<file path="src/design/tmw_pkg.sv">
// Package for the 8-bit timer waveform mode control block.
// Assumes a single 50 MHz clock domain and a plain register port.
package tmw_pkg;

   // ***********************************************
   // Register map and fields
   // ***********************************************
   localparam logic [7:0] TMW_OFS_MODE_CTRL  = 8'hB0;
   localparam logic [7:0] TMW_OFS_CLK_FORCE  = 8'hB1;
   localparam logic [7:0] TMW_OFS_CMP_A      = 8'hB3;
   localparam logic [7:0] TMW_OFS_CMP_B      = 8'hB4;
   localparam logic [7:0] TMW_OFS_COUNT      = 8'hB2;
   localparam logic [7:0] TMW_OFS_PIN_CTRL   = 8'hB5;
   localparam logic [7:0] TMW_OFS_STATUS     = 8'hB6;
   localparam logic [7:0] TMW_RESET_VALUE    = 8'h00;
   localparam logic [7:0] TMW_MODE_CTRL_MASK = 8'hF3;
   localparam logic [7:0] TMW_CLK_FORCE_MASK = 8'h0F;
   localparam int         TMW_FOC_A_BIT      = 7;
   localparam int         TMW_FOC_B_BIT      = 6;
   localparam int         TMW_TOPSEL_BIT     = 3;

   // ***********************************************
   // Counter constants
   // ***********************************************
   localparam logic [7:0] TMW_MAX    = 8'hFF;
   localparam logic [7:0] TMW_BOTTOM = 8'h00;

   // Waveform modes
   localparam logic [2:0] TMW_WM_NORMAL  = 3'h0;
   localparam logic [2:0] TMW_WM_PC_FF   = 3'h1;
   localparam logic [2:0] TMW_WM_CTC     = 3'h2;
   localparam logic [2:0] TMW_WM_FAST_FF = 3'h3;
   localparam logic [2:0] TMW_WM_PC_A    = 3'h5;
   localparam logic [2:0] TMW_WM_FAST_A  = 3'h7;

   // Output actions
   localparam logic [1:0] TMW_ACT_NONE   = 2'h0;
   localparam logic [1:0] TMW_ACT_TOGGLE = 2'h1;
   localparam logic [1:0] TMW_ACT_CLEAR  = 2'h2;
   localparam logic [1:0] TMW_ACT_SET    = 2'h3;

   typedef struct packed {
      logic [7:0] addr;
      logic [7:0] wdata;
      logic       wr;
      logic       rd;
   } tmw_bus_s;

   typedef struct packed {
      logic [7:0] top;
      logic       dual_slope;
      logic       pwm;
      logic       fast;
      logic       upd_at_top;
      logic       upd_at_bottom;
      logic       ovf_at_top;
      logic       ovf_at_bottom;
   } tmw_mode_s;

endpackage : tmw_pkg

</file>
<file path="src/design/tmw_prescaler.sv">
// Clock-select prescaler: one-cycle count enable pulses.
// Assumes the single system clock mclk with synchronous active-low reset.
`timescale 1ns/100ps
module tmw_prescaler (
   input  wire logic       mclk,
   input  wire logic       rst_n,
   input  wire logic [2:0] clock_select,
   output logic            tick
);
   import tmw_pkg::*;

   logic [9:0] div_q;
   logic [9:0] div_d;
   logic       tick_d;

   always_comb begin
      div_d  = div_q + 10'h001;
      tick_d = 1'b0;
      case (clock_select)
         3'h0:    tick_d = 1'b0;
         3'h1:    tick_d = 1'b1;
         3'h2:    tick_d = (div_q[2:0] == 3'h7);
         3'h3:    tick_d = (div_q[4:0] == 5'h1F);
         3'h4:    tick_d = (div_q[5:0] == 6'h3F);
         3'h5:    tick_d = (div_q[6:0] == 7'h7F);
         3'h6:    tick_d = (div_q[7:0] == 8'hFF);
         3'h7:    tick_d = (div_q == 10'h3FF);
         default: tick_d = 1'b0;
      endcase
   end

   always_ff @(posedge mclk) begin
      if (!rst_n) begin
         div_q <= 10'h000;
         tick  <= 1'b0;
      end else begin
         div_q <= div_d;
         tick  <= tick_d;
      end
   end
endmodule : tmw_prescaler

</file>
<file path="src/design/tmw_mode_decode.sv">
// Decoder from the 3-bit waveform mode to counting properties.
// Purely combinational; the caller registers what it needs.
`timescale 1ns/100ps
module tmw_mode_decode (
   input  wire logic [2:0] waveform_mode,
   input  wire logic [7:0] compare_value_a,
   output tmw_pkg::tmw_mode_s mode
);
   import tmw_pkg::*;

   always_comb begin
      mode     = '0;
      mode.top = TMW_MAX;
      case (waveform_mode)
         TMW_WM_NORMAL: begin
            mode.ovf_at_top = 1'b1;
         end
         TMW_WM_PC_FF: begin
            mode.dual_slope    = 1'b1;
            mode.pwm           = 1'b1;
            mode.upd_at_top    = 1'b1;
            mode.ovf_at_bottom = 1'b1;
         end
         TMW_WM_CTC: begin
            mode.top        = compare_value_a;
            mode.ovf_at_top = 1'b0;
         end
         TMW_WM_FAST_FF: begin
            mode.pwm           = 1'b1;
            mode.fast          = 1'b1;
            mode.upd_at_bottom = 1'b1;
            mode.ovf_at_top    = 1'b1;
         end
         TMW_WM_PC_A: begin
            mode.top           = compare_value_a;
            mode.dual_slope    = 1'b1;
            mode.pwm           = 1'b1;
            mode.upd_at_top    = 1'b1;
            mode.ovf_at_bottom = 1'b1;
         end
         TMW_WM_FAST_A: begin
            mode.top           = compare_value_a;
            mode.pwm           = 1'b1;
            mode.fast          = 1'b1;
            mode.upd_at_bottom = 1'b1;
            mode.ovf_at_top    = 1'b1;
         end
         // Reserved modes 4 and 6 fall back to normal counting
         default: mode.ovf_at_top = 1'b1;
      endcase
   end

endmodule : tmw_mode_decode

</file>
<file path="src/design/tmw_timer.sv">
// ***********************************************
// Timer waveform mode control: registers, counter, two waveform pins
// ***********************************************
// Functional notes
// - Nonzero output mode routes waveform to pin; the code keeps pin A on the port for PWM mode 01 without topselect
// - Driver enabled only when direction bit set
// - Non-PWM channel A: off, toggle, clear, set
// - Non-PWM channel B decodes like channel A
// - Fast PWM A: clear/set at match, BOTTOM
// - PWM A mode 01 toggles only if topselect
// - Fast PWM compare at TOP acts at BOTTOM
// - Phase-correct A: action depends on direction
// - Phase-correct compare at TOP acts at TOP
// - Fast PWM B: 01 reserved, else like A
// - Phase-correct B: 01 reserved, else like A
// - Control bits 3,2 read as zero
// - Mode = topselect plus two low bits
// - Mode 0 normal, TOP FF, immediate, MAX
// - Mode 1 phase-correct, FF, TOP, BOTTOM
// - Mode 2 CLEAR_ON_MATCH_MODE, TOP from A, immediate
// - Mode 3 fast, FF, BOTTOM, MAX
// - Mode 5 phase-correct, TOP from A
// - Mode 7 fast, TOP from A, flag at TOP
// - Force bit acts once, reads zero
// - Clock select stops or divides the clock
//
// Assumes inputs synchronous to mclk; read data valid the cycle after rd.
//
// The implementer's own choice: strobed register access.
`timescale 1ns/100ps
module tmw_timer (
   input  wire logic           mclk,
   input  wire logic           rst_n,
   input  wire logic [7:0]     reg_addr,
   input  wire logic [7:0]     reg_wdata,
   input  wire logic           reg_wr,
   input  wire logic           reg_rd,
   output logic [7:0]          reg_rdata,
   input  wire logic           port_out_a,
   input  wire logic           port_out_b,
   output logic                pin_out_a,
   output logic                pin_oe_n_a,
   output logic                pin_out_b,
   output logic                pin_oe_n_b,
   output logic                overflow_flag
);
   import tmw_pkg::*;

   // ***********************************************
   // Helper functions
   // ***********************************************
   function automatic logic apply_act(input logic cur, input logic [1:0] act);
      case (act)
         TMW_ACT_TOGGLE: apply_act = ~cur;
         TMW_ACT_CLEAR:  apply_act = 1'b0;
         TMW_ACT_SET:    apply_act = 1'b1;
         default:        apply_act = cur;
      endcase
   endfunction : apply_act

   // Action for a match (or the substituted event) in the current mode
   function automatic logic [1:0] match_act(input logic [1:0] com, input logic pwm,
                                            input logic fast, input logic down,
                                            input logic topsel, input logic chan_b);
      if (!pwm) begin
         match_act = com;
      end else if (com == 2'h1) begin
         match_act = (topsel && !chan_b) ? TMW_ACT_TOGGLE
                                         : TMW_ACT_NONE;
      end else if (com[1] && fast) begin
         match_act = com;
      end else if (com[1]) begin
         match_act = (com[0] ^ down) ? TMW_ACT_SET : TMW_ACT_CLEAR;
      end else begin
         match_act = TMW_ACT_NONE;
      end
   endfunction : match_act

   // ***********************************************
   // Registers
   // ***********************************************
   logic [7:0] mode_ctrl_q, mode_ctrl_d;
   logic [7:0] clk_force_q, clk_force_d;
   logic [7:0] cmp_a_buf_q, cmp_a_buf_d;
   logic [7:0] cmp_b_buf_q, cmp_b_buf_d;
   logic [7:0] cmp_a_q,     cmp_a_d;
   logic [7:0] cmp_b_q,     cmp_b_d;
   logic [7:0] pin_dir_q,   pin_dir_d;
   logic [7:0] rdata_d;
   logic       force_a, force_b;
   tmw_bus_s   bus;
   tmw_mode_s  mode;
   logic [2:0] waveform_mode;
   logic       tick;

   assign bus           = '{addr: reg_addr, wdata: reg_wdata, wr: reg_wr, rd: reg_rd};
   assign waveform_mode = {clk_force_q[TMW_TOPSEL_BIT], mode_ctrl_q[1:0]};
   assign force_a       = bus.wr && bus.addr == TMW_OFS_CLK_FORCE
                          && bus.wdata[TMW_FOC_A_BIT];
   assign force_b       = bus.wr && bus.addr == TMW_OFS_CLK_FORCE
                          && bus.wdata[TMW_FOC_B_BIT];

   tmw_mode_decode u_dec (
      .waveform_mode   (waveform_mode),
      .compare_value_a (cmp_a_q),
      .mode            (mode)
   );

   tmw_prescaler u_pre (
      .mclk         (mclk),
      .rst_n        (rst_n),
      .clock_select (clk_force_q[2:0]),
      .tick         (tick)
   );

   // ***********************************************
   // Counter and waveform state
   // ***********************************************
   logic [7:0] count_q, count_d;
   logic       down_q,  down_d;
   logic       wave_a_q, wave_a_d;
   logic       wave_b_q, wave_b_d;
   logic       ovf_q,   ovf_d;
   logic       at_top, at_bottom, hit_a, hit_b, cnt_wr;

   always_comb begin
      mode_ctrl_d = mode_ctrl_q;
      clk_force_d = clk_force_q;
      cmp_a_buf_d = cmp_a_buf_q;
      cmp_b_buf_d = cmp_b_buf_q;
      pin_dir_d   = pin_dir_q;
      cnt_wr      = 1'b0;
      if (bus.wr) begin
         case (bus.addr)
            TMW_OFS_MODE_CTRL: mode_ctrl_d = bus.wdata & TMW_MODE_CTRL_MASK;
            TMW_OFS_CLK_FORCE: clk_force_d = bus.wdata & TMW_CLK_FORCE_MASK;
            TMW_OFS_CMP_A:     cmp_a_buf_d = bus.wdata;
            TMW_OFS_CMP_B:     cmp_b_buf_d = bus.wdata;
            TMW_OFS_PIN_CTRL:  pin_dir_d   = bus.wdata & 8'h03;
            TMW_OFS_COUNT:     cnt_wr      = 1'b1;
            default:           cnt_wr      = 1'b0;
         endcase
      end
      rdata_d = 8'h00;
      if (bus.rd) begin
         case (bus.addr)
            TMW_OFS_MODE_CTRL: rdata_d = mode_ctrl_q;
            TMW_OFS_CLK_FORCE: rdata_d = clk_force_q;
            TMW_OFS_CMP_A:     rdata_d = cmp_a_buf_q;
            TMW_OFS_CMP_B:     rdata_d = cmp_b_buf_q;
            TMW_OFS_COUNT:     rdata_d = count_q;
            TMW_OFS_PIN_CTRL:  rdata_d = pin_dir_q;
            TMW_OFS_STATUS:    rdata_d = {5'h00, wave_b_q, wave_a_q, ovf_q};
            default:           rdata_d = 8'h00;
         endcase
      end
   end

   assign at_top    = (count_q == mode.top);
   assign at_bottom = (count_q == TMW_BOTTOM);
   assign hit_a     = (count_q == cmp_a_q);
   assign hit_b     = (count_q == cmp_b_q);

   always_comb begin
      count_d  = count_q;
      down_d   = down_q;
      cmp_a_d  = cmp_a_q;
      cmp_b_d  = cmp_b_q;
      wave_a_d = wave_a_q;
      wave_b_d = wave_b_q;
      ovf_d    = 1'b0;
      // Immediate update in non-PWM modes, buffered otherwise
      if (!mode.pwm) begin
         cmp_a_d = cmp_a_buf_q;
         cmp_b_d = cmp_b_buf_q;
      end
      if (tick) begin
         if (mode.dual_slope) begin
            if (at_top) begin
               down_d  = 1'b1;
               count_d = count_q - 8'h01;
               if (mode.upd_at_top) begin
                  cmp_a_d = cmp_a_buf_q;
                  cmp_b_d = cmp_b_buf_q;
               end
            end else if (at_bottom && down_q) begin
               down_d  = 1'b0;
               count_d = count_q + 8'h01;
               ovf_d   = mode.ovf_at_bottom;
            end else begin
               count_d = down_q ? count_q - 8'h01 : count_q + 8'h01;
            end
            // Match at TOP acts as the down-count match, keeping the slope symmetric
            if (hit_a) begin
               wave_a_d = apply_act(wave_a_q, match_act(mode_ctrl_q[7:6], 1'b1,
                          1'b0, down_q || at_top, clk_force_q[TMW_TOPSEL_BIT], 1'b0));
            end
            if (hit_b) begin
               wave_b_d = apply_act(wave_b_q, match_act(mode_ctrl_q[5:4], 1'b1,
                          1'b0, down_q || at_top, 1'b0, 1'b1));
            end
         end else begin
            if (at_top) begin
               count_d = TMW_BOTTOM;
               ovf_d   = mode.ovf_at_top || count_q == TMW_MAX;
               if (mode.upd_at_bottom) begin
                  cmp_a_d = cmp_a_buf_q;
                  cmp_b_d = cmp_b_buf_q;
               end
            end else begin
               count_d = count_q + 8'h01;
               ovf_d   = !mode.ovf_at_top && count_q == TMW_MAX;
            end
            if (mode.fast) begin
               // Match at TOP ignored with upper bit set; action done at BOTTOM
               if (hit_a && !(at_top && mode_ctrl_q[7])) begin
                  wave_a_d = apply_act(wave_a_q, match_act(mode_ctrl_q[7:6], 1'b1,
                             1'b1, 1'b0, clk_force_q[TMW_TOPSEL_BIT], 1'b0));
               end else if (at_top && mode_ctrl_q[7]) begin
                  wave_a_d = ~mode_ctrl_q[6];
               end
               if (hit_b && !(at_top && mode_ctrl_q[5])) begin
                  wave_b_d = apply_act(wave_b_q, match_act(mode_ctrl_q[5:4], 1'b1,
                             1'b1, 1'b0, 1'b0, 1'b1));
               end else if (at_top && mode_ctrl_q[5]) begin
                  wave_b_d = ~mode_ctrl_q[4];
               end
            end else begin
               if (hit_a) begin
                  wave_a_d = apply_act(wave_a_q, mode_ctrl_q[7:6]);
               end
               if (hit_b) begin
                  wave_b_d = apply_act(wave_b_q, mode_ctrl_q[5:4]);
               end
            end
         end
      end else begin
         ovf_d = 1'b0;
      end
      // Forced match only in non-PWM modes; never touches counter or flag
      if (force_a && !mode.pwm) begin
         wave_a_d = apply_act(wave_a_q, mode_ctrl_q[7:6]);
      end
      if (force_b && !mode.pwm) begin
         wave_b_d = apply_act(wave_b_q, mode_ctrl_q[5:4]);
      end
      if (cnt_wr) begin
         count_d = bus.wdata;
      end
   end

   always_ff @(posedge mclk) begin
      if (!rst_n) begin
         mode_ctrl_q <= TMW_RESET_VALUE;
         clk_force_q <= TMW_RESET_VALUE;
         cmp_a_buf_q <= TMW_RESET_VALUE;
         cmp_b_buf_q <= TMW_RESET_VALUE;
         cmp_a_q     <= TMW_RESET_VALUE;
         cmp_b_q     <= TMW_RESET_VALUE;
         pin_dir_q   <= TMW_RESET_VALUE;
         count_q     <= TMW_RESET_VALUE;
         down_q      <= 1'b0;
         wave_a_q    <= 1'b0;
         wave_b_q    <= 1'b0;
         ovf_q       <= 1'b0;
         reg_rdata   <= 8'h00;
      end else begin
         mode_ctrl_q <= mode_ctrl_d;
         clk_force_q <= clk_force_d;
         cmp_a_buf_q <= cmp_a_buf_d;
         cmp_b_buf_q <= cmp_b_buf_d;
         cmp_a_q     <= cmp_a_d;
         cmp_b_q     <= cmp_b_d;
         pin_dir_q   <= pin_dir_d;
         count_q     <= count_d;
         down_q      <= down_d;
         wave_a_q    <= wave_a_d;
         wave_b_q    <= wave_b_d;
         ovf_q       <= ovf_d;
         reg_rdata   <= rdata_d;
      end
   end

   // ***********************************************
   // Pin multiplexing
   // ***********************************************
   logic conn_a, conn_b;
   // Odd waveform codes are the PWM ones; mode 01 there needs top select on channel A only
   assign conn_a = |mode_ctrl_d[7:6]
                   && !(mode_ctrl_d[0] && mode_ctrl_d[7:6] == 2'h1
                        && !clk_force_d[TMW_TOPSEL_BIT]);
   assign conn_b = |mode_ctrl_d[5:4];

   always_ff @(posedge mclk) begin
      if (!rst_n) begin
         pin_out_a     <= 1'b0;
         pin_out_b     <= 1'b0;
         pin_oe_n_a    <= 1'b1;
         pin_oe_n_b    <= 1'b1;
         overflow_flag <= 1'b0;
      end else begin
         pin_out_a     <= conn_a ? wave_a_d : port_out_a;
         pin_out_b     <= conn_b ? wave_b_d : port_out_b;
         pin_oe_n_a    <= ~pin_dir_d[0];
         pin_oe_n_b    <= ~pin_dir_d[1];
         overflow_flag <= ovf_d;
      end
   end
endmodule : tmw_timer

</file>
<file path="config.mk">
export PLATFORM = sky130hd
export DESIGN_NAME = tmw_timer
export DESIGN_NICKNAME = d
export VERILOG_FILES = /design/src/design/tmw_pkg.sv /design/src/design/tmw_prescaler.sv /design/src/design/tmw_mode_decode.sv /design/src/design/tmw_timer.sv
export SDC_FILE = /design/constraint.sdc
export NUM_CORES = 1
export LEC_CHECK = 0
export BUFFER_PORTS_ARGS = -buffer_cell sky130_fd_sc_hd__buf_4
export CORE_MARGIN = 5
export CORE_UTILIZATION = 30
export DETAILED_ROUTE_END_ITERATION = 6
export MAX_ROUTING_LAYER = met4
export PLACE_DENSITY = 0.51
export SYNTH_ARGS = -nofsm -noshare
export SYNTH_HDL_FRONTEND = slang
export SYNTH_SLANG_ARGS = --single-unit
</file>
<file path="constraint.sdc">
create_clock -name mclk -period 4.3 [get_ports mclk]
set_input_delay 0.215 -clock mclk [delete_from_list [all_inputs] [get_ports mclk]]
set_output_delay 0.215 -clock mclk [all_outputs]
set_load 0.03 [all_outputs]
</file>
==> run metrics, run 1 <==
status finished clean; Post-Layout Cell Count 732; max_slew headroom 0.4561; syn_nets 558; Post-CTS Setup Bufs 0; vias per cell 5.520; number of fill cells 1545; Avg Cell Area, Syn approximately 8.5 um^2; Clock Latency Late Sink 0.33 ns; Final Wtd Congestion 0.8750; CTS H-tree lvls 3; slowest CP cell a2111oi_0; Final ANT Viol Nets 0; Hold Path Class primary input to register; Final Cycle Share 0.7494; Hold Buf Count CTS 0; Reg area approximately 0.0016 mm^2; WL/cell 18.37 um; grt ovf 0; worst reg2reg startpoint count_q[2]; Final Power 1.525 mW; Setup CP Type register to register; count leader, synth dfxtp_1; total I/O pin count 35; sw power 365.3 uW; Min Hold Slack 0.1823 ns; Clock power frac 0.467; Cells after Synth 531; unrepaired setup endpoints after global routing no; row cnt 44; clk root buf clkbuf_16; Placed Cells incl. Taps 716; Tightest Pin Transition 0.8147 ns; drt drc 0; IO Port Bufs 34; Synth async-reset ratio 0; P per Cell Area 298.1 mW/mm^2; routed wire length 13450 um; Fin Clk Skew between 0.009 and 0.01 ns; Iter 0 DRT Violations 383; Final WS setup 1.078 ns; minimum clock period between 3 and 4 ns; arrival time worst endpoint roughly 3.5 ns; design area 0.005117 mm^2; Max VDD drop 0.1895 mV; sequential share of power 0.484; Crit. End Element register; R2R depth 7; Critical Path Stages 7; worst path cell trace inv_1 > a2111oi_0 > nand2_1 > a21o_1 > o21ai_4 > mux2i_1 > nor2b_1; pre-CTS setup slack 1.146 ns; initial core utilization 0.3075; core area 0.01464 mm^2; largest net degree at the start of global routing between 70 and 80; WP buf/inv 1; CTS resizes 0; layout cells sized above 1 0.1259; Worst-path clk slew 0.07 ns; CTS max path bufs 2; CP max stage delay 0.70 ns; Die Y-Extent 132.5 um; Worst R2R End cmp_a_q[7]; CP max FO 16; endpoints failing setup 0; Final Util 0.3495; # diodes 0; Post-Route Setup TNS 0 ns; Worst Setup SP count_q[2]; CTS tree yes; Synth Register Bits a little under 80; Pint 1.160 mW; final net count 570; Critical Path Start Type register; Synth area leaders dfxtp_1, mux2i_1, nor2b_1; largest family of logic cells by synthesized area simple AND/OR/NAND/NOR gates; final hold vios 0; top post-synthesis cells by count dfxtp_1, nand2_1, mux2i_1; clock sinks 79; Reg2Reg Setup Slack 1.08 ns; Main synth FF type dfxtp_1; Max Cap Violations 0; die area 0.01756 mm^2; Net Sw Frac 0.2395; Post-synth EDFFs 0; Die X about 130 um; GRT Overall Usage 0.1569; share of the synthesized area in the top cell type 0.3512; dpl cell area a little under 0.005 mm^2; post-synth top area cell dfxtp_1; Synth cell types between 60 and 70; crit-path leading delay family compound AO/OA/AOI/OAI gates; vias in the first global route a little under 4000; proportion of synthesized area in mux cells 0.1095; Post-Synth XOR/XNOR Area 0.03306; end point of the critical path cmp_a_q[7]; Post-Syn Area roughly 0.0045 mm^2; Compound-Gate Fraction of Synth Area 0.1976; adder-cell share of the synthesized area 0.01389; first-pass GRT wire length 21670 um; post-synthesis sequential area ratio 0.3512; Combinational Power Share 0.049; DR vias between 4000 and 5000; synth warn 0; fin. max-slew vios 0; HPWL Detailed 9628 um; CTS buffer count 9; Multi-input gate area 0.002683 mm^2; Max Fclk 310.3 MHz; area grow syn2layout 13.64%; initial antenna violation count 0; Leak 2.094 nW; first-pass iteration count of the detailed router 6; simple logic cell fraction of the synthesized area 0.2417; WP data required 4.52 ns
[layer usage]
layer	wire [um]	global-route usage	vias to the layer above
met3	729	0.02240	23
met5	0	-	-
met4	340	0.05139	0
met1	6273	0.2122	1941
li1	-	-	1929
met2	6107	0.2416	148
[registers in the layout, indices dropped and copies added (netlist names)]
signal,count
pin_out_a,1
pin_oe_n_b,1
cmp_b_q,8
overflow_flag,1
u_pre.tick,1
clk_force_q,4
cmp_b_buf_q,8
down_q,1
pin_oe_n_a,1
pin_dir_q,2
pin_out_b,1
mode_ctrl_q,6
cmp_a_q,8
wave_b_q,1
u_pre.div_q,10
wave_a_q,1
count_q,8
reg_rdata,8
cmp_a_buf_q,8
[cell families after synthesis]
kind of cell | count (synthesis)
xor gates and xnor gates | 17
adders and majority gates | 5
muxes | 46
buffers and inverters | 55
AOI/OAI and AO/OA | 123
DFF | 79
and+or+nand+nor | 206
[worst min path at each step]
stage               depth (start not counted)           start        endpoint
floorplan                                   2    reg_wdata[2]      count_q[2]
global placement                            1  u_pre.div_q[0]  u_pre.div_q[0]
detailed placement                          1  u_pre.div_q[0]  u_pre.div_q[0]
CTS                                         3    reg_wdata[2]      count_q[2]
global route                                3    reg_wdata[2]      count_q[2]
finish                                      3    reg_wdata[2]      count_q[2]
[worst reg2reg max path, delay by kind of cell, from the launching register on]
kind                   cells  cell delay [ns]
DFF                        1             0.58
and+or+nand+nor            2             0.38
muxes                      1             0.29
buffers and inverters      1             0.15
AOI/OAI and AO/OA          3             1.72
[final cells by class]
| cell class | instances | area share |
|---|---|---|
| repair buffers | 37 | 0.05428 |
| clock inverters | 6 | 0.008802 |
| inverters | 19 | 0.01394 |
| flip-flops and latches | 79 | 0.3090 |
| well taps | 184 | 0.04499 |
| clock buffers | 10 | 0.04474 |
| multi-input cells | 397 | 0.5242 |
[power groups by stage]
| stage | clock [mW] | sequential [mW] | combinational, mW |
|---|---|---|---|
| 3_5_place_dp | 0 | 0.755 | 0.0750 |
| 6_report | 0.712 | 0.738 | 0.0752 |
| 3_3_place_gp | 0 | 0.755 | 0.0746 |
| 2_1_floorplan | 0 | 0.756 | 0.0363 |
| 5_1_grt | 0.763 | 0.738 | 0.0807 |
| 4_1_cts | 0.733 | 0.738 | 0.0752 |
[cell usage in the layout (no fill, tap or decap), types with 4 or more instances in the layout]
cell       count
inv_1         19
o2111a_1       4
nor4_1         6
and3_1         9
nand4_1       10
dfxtp_1       79
buf_4         37
clkbuf_16      9
mux2i_1       41
a211oi_1       6
xor2_1        11
nor3_1        11
nand3_1       22
nor2b_1       36
nand2b_1       5
nand2_1       47
nor2_1        35
a22oi_1        7
a21oi_1       22
a31oi_1        7
o211ai_1       7
and2_1        11
o21ai_0       20
ha_1           5
o221ai_1       4
xnor2_1        6
a21boi_0      18
No activity file was read; power rests on OpenSTA's default activity.
==> run 2, diff against run 1 <==
Clock period 4.3 ns to 3.01 ns, I/O delays scaled along.
==> run metrics, run 2 (synthesis results as in run 1) <==
P per Cell Area 440.6 mW/mm^2 (+48%); initial core utilization 0.3075 (unchanged); Setup CP Type register to register; clock sinks 79 (unchanged); arrival time worst endpoint 3.10 ns (-0.35 ns); clk root buf clkbuf_16; Hold Buf Count CTS 0 (unchanged); WL/cell 18.68 um (+1.7%); Critical Path Start Type register; CTS max path bufs 2 (unchanged); initial antenna violation count 0 (unchanged); IO Port Bufs 34 (unchanged); CTS buffer count 9 (unchanged); CP max FO 7 (-9); CTS tree yes; grt ovf 0 (unchanged); Multi-input gate area 0.002698 mm^2 (+0.56%); largest net degree at the start of global routing 62 (-16%); Final ANT Viol Nets 0 (unchanged); first-pass iteration count of the detailed router 5 (-1); routed wire length 13920 um (+3.5%); Leak 2.192 nW (+4.7%); GRT Overall Usage 0.1634 (+0.006503); CTS H-tree lvls 3 (unchanged); Hold Path Class primary input to register; Reg2Reg Setup Slack 0.15 ns (-0.93 ns); Iter 0 DRT Violations 348 (-9.1%); area grow syn2layout 17.31%; status finished clean; Max VDD drop 0.3104 mV (+64%); R2R depth 8 (+1); HPWL Detailed 10110 um (+5.0%); commonest cells after routing, fill and taps aside dfxtp_1, buf_4, nand2_1, mux2i_1, nor2b_1; drt drc 0 (unchanged); die area 0.01756 mm^2 (unchanged); Post-Route Setup TNS 0 ns (unchanged); worst reg2reg startpoint mode_ctrl_q[0]; minimum clock period 2.860 ns (-0.3629 ns); Clock Latency Late Sink 0.35 ns (+0.02 ns); Worst R2R End count_q[7]; first-pass GRT wire length 21940 um (+1.2%); total I/O pin count 35 (unchanged); Reg area 0.001583 mm^2 (about the same); max_slew headroom 0.4554 (-0.0007320); CTS resizes 0 (unchanged); Final Wtd Congestion 0.9037 (+3.3%); WP data required 3.25 ns (-1.27 ns); Top reg by flops u_pre.div_q; Fin Clk Skew 0.009655 ns (+0.0004474 ns); Post-CTS Setup Bufs 0 (unchanged); Worst-path clk slew 0.07 ns (about the same); most common cell after layout, fill and taps aside dfxtp_1; number of fill cells 1509 (-2.3%); max FFs per register 10 (unchanged); fin. max-slew vios 0 (unchanged); Final Cycle Share 0.9500 (+0.2006); final net count 583 (+2.3%); final hold vios 0 (unchanged); Tightest Pin Transition 0.8158 ns (+0.001096 ns); DR vias 4045 (+0.099%); Die Y-Extent 132.5 um (unchanged); row cnt 44 (unchanged); Crit. End Element register; unrepaired setup endpoints after global routing no; Max Fclk 349.7 MHz (+13%); Final Power 2.327 mW (+53%); layout cells sized above 1 0.1515 (+0.02560); vias in the first global route 3845 (-2.4%); end point of the critical path count_q[7]; Max Cap Violations 0 (unchanged); Die X 132.5 um (unchanged); endpoints failing setup 0 (unchanged); core area 0.01464 mm^2 (unchanged); Worst Setup SP mode_ctrl_q[0]; # diodes 0 (unchanged); vias per cell 5.430 (-1.6%); Final Util 0.3607 (+0.01128)
==> run 2: critical path: stages, from the launching register on <==
cell and delay, ns:
dfxtp_1 0.49, nor2_1 0.12, a21bo_1 0.22, or4_4 0.55
a21oi_4 0.34, nor3_1 0.10, a2111oi_1 0.56, a21oi_1 0.10
o2111a_1 0.26
==> run 2: cell type report <==
type	instances	area share
Clock buffer	9	0.04263
Clock inverter	7	0.01658
Inverter	19	0.01350
Multi-Input combinational cell	397	0.5107
Sequential cell	79	0.2996
Tap cell	184	0.04358
Timing Repair Buffer	50	0.07342
==> run 2: per-stage QoR <==
| step | area [um^2] | setup WS [ns] | instances | hold slack, ns |
|---|---|---|---|---|
| after CTS | 5266 | 0.1714 | 745 | 0.08081 |
| after global routing | 5283 | 0.06712 | 745 | 0.1170 |
| after floorplan | 4503 | 0.4502 | 531 | 0.2829 |
| after detailed placement | 4954 | 0.1984 | 729 | 0.4465 |
| final | 5283 | 0.1504 | 745 | 0.09394 |
| after global placement | 4954 | 0.2363 | 729 | 0.4364 |
==> run 2: power breakdown <==
part	switching [mW]	internal, mW	total [mW]
Clock	0.501	0.662	1.16
Combinational	0.0662	0.0440	0.110
Sequential	0.00354	1.05	1.05
==> run 2: routing by layer <==
| metal | part of all wire | track usage | vias up |
|---|---|---|---|
| met5 | 0 | - | - |
| met4 | 0.033 | 0.05889 | 0 |
| met3 | 0.060 | 0.04290 | 40 |
| met2 | 0.45 | 0.2425 | 121 |
| met1 | 0.46 | 0.2144 | 1918 |
| li1 | - | - | 1966 |
==> run 2: worst min-delay path by stage <==
stage / startpoint / end / slack, ns / cells after the start
floorplan: reg_wdata[2] / count_q[2] / 0.28 / 2
global placement: u_pre.div_q[0] / u_pre.div_q[0] / 0.44 / 1
detailed placement: u_pre.div_q[0] / u_pre.div_q[0] / 0.45 / 1
CTS: reg_wdata[2] / count_q[2] / 0.08 / 3
global route: reg_wdata[5] / mode_ctrl_q[5] / 0.12 / 3
finish: reg_wdata[2] / count_q[2] / 0.09 / 3
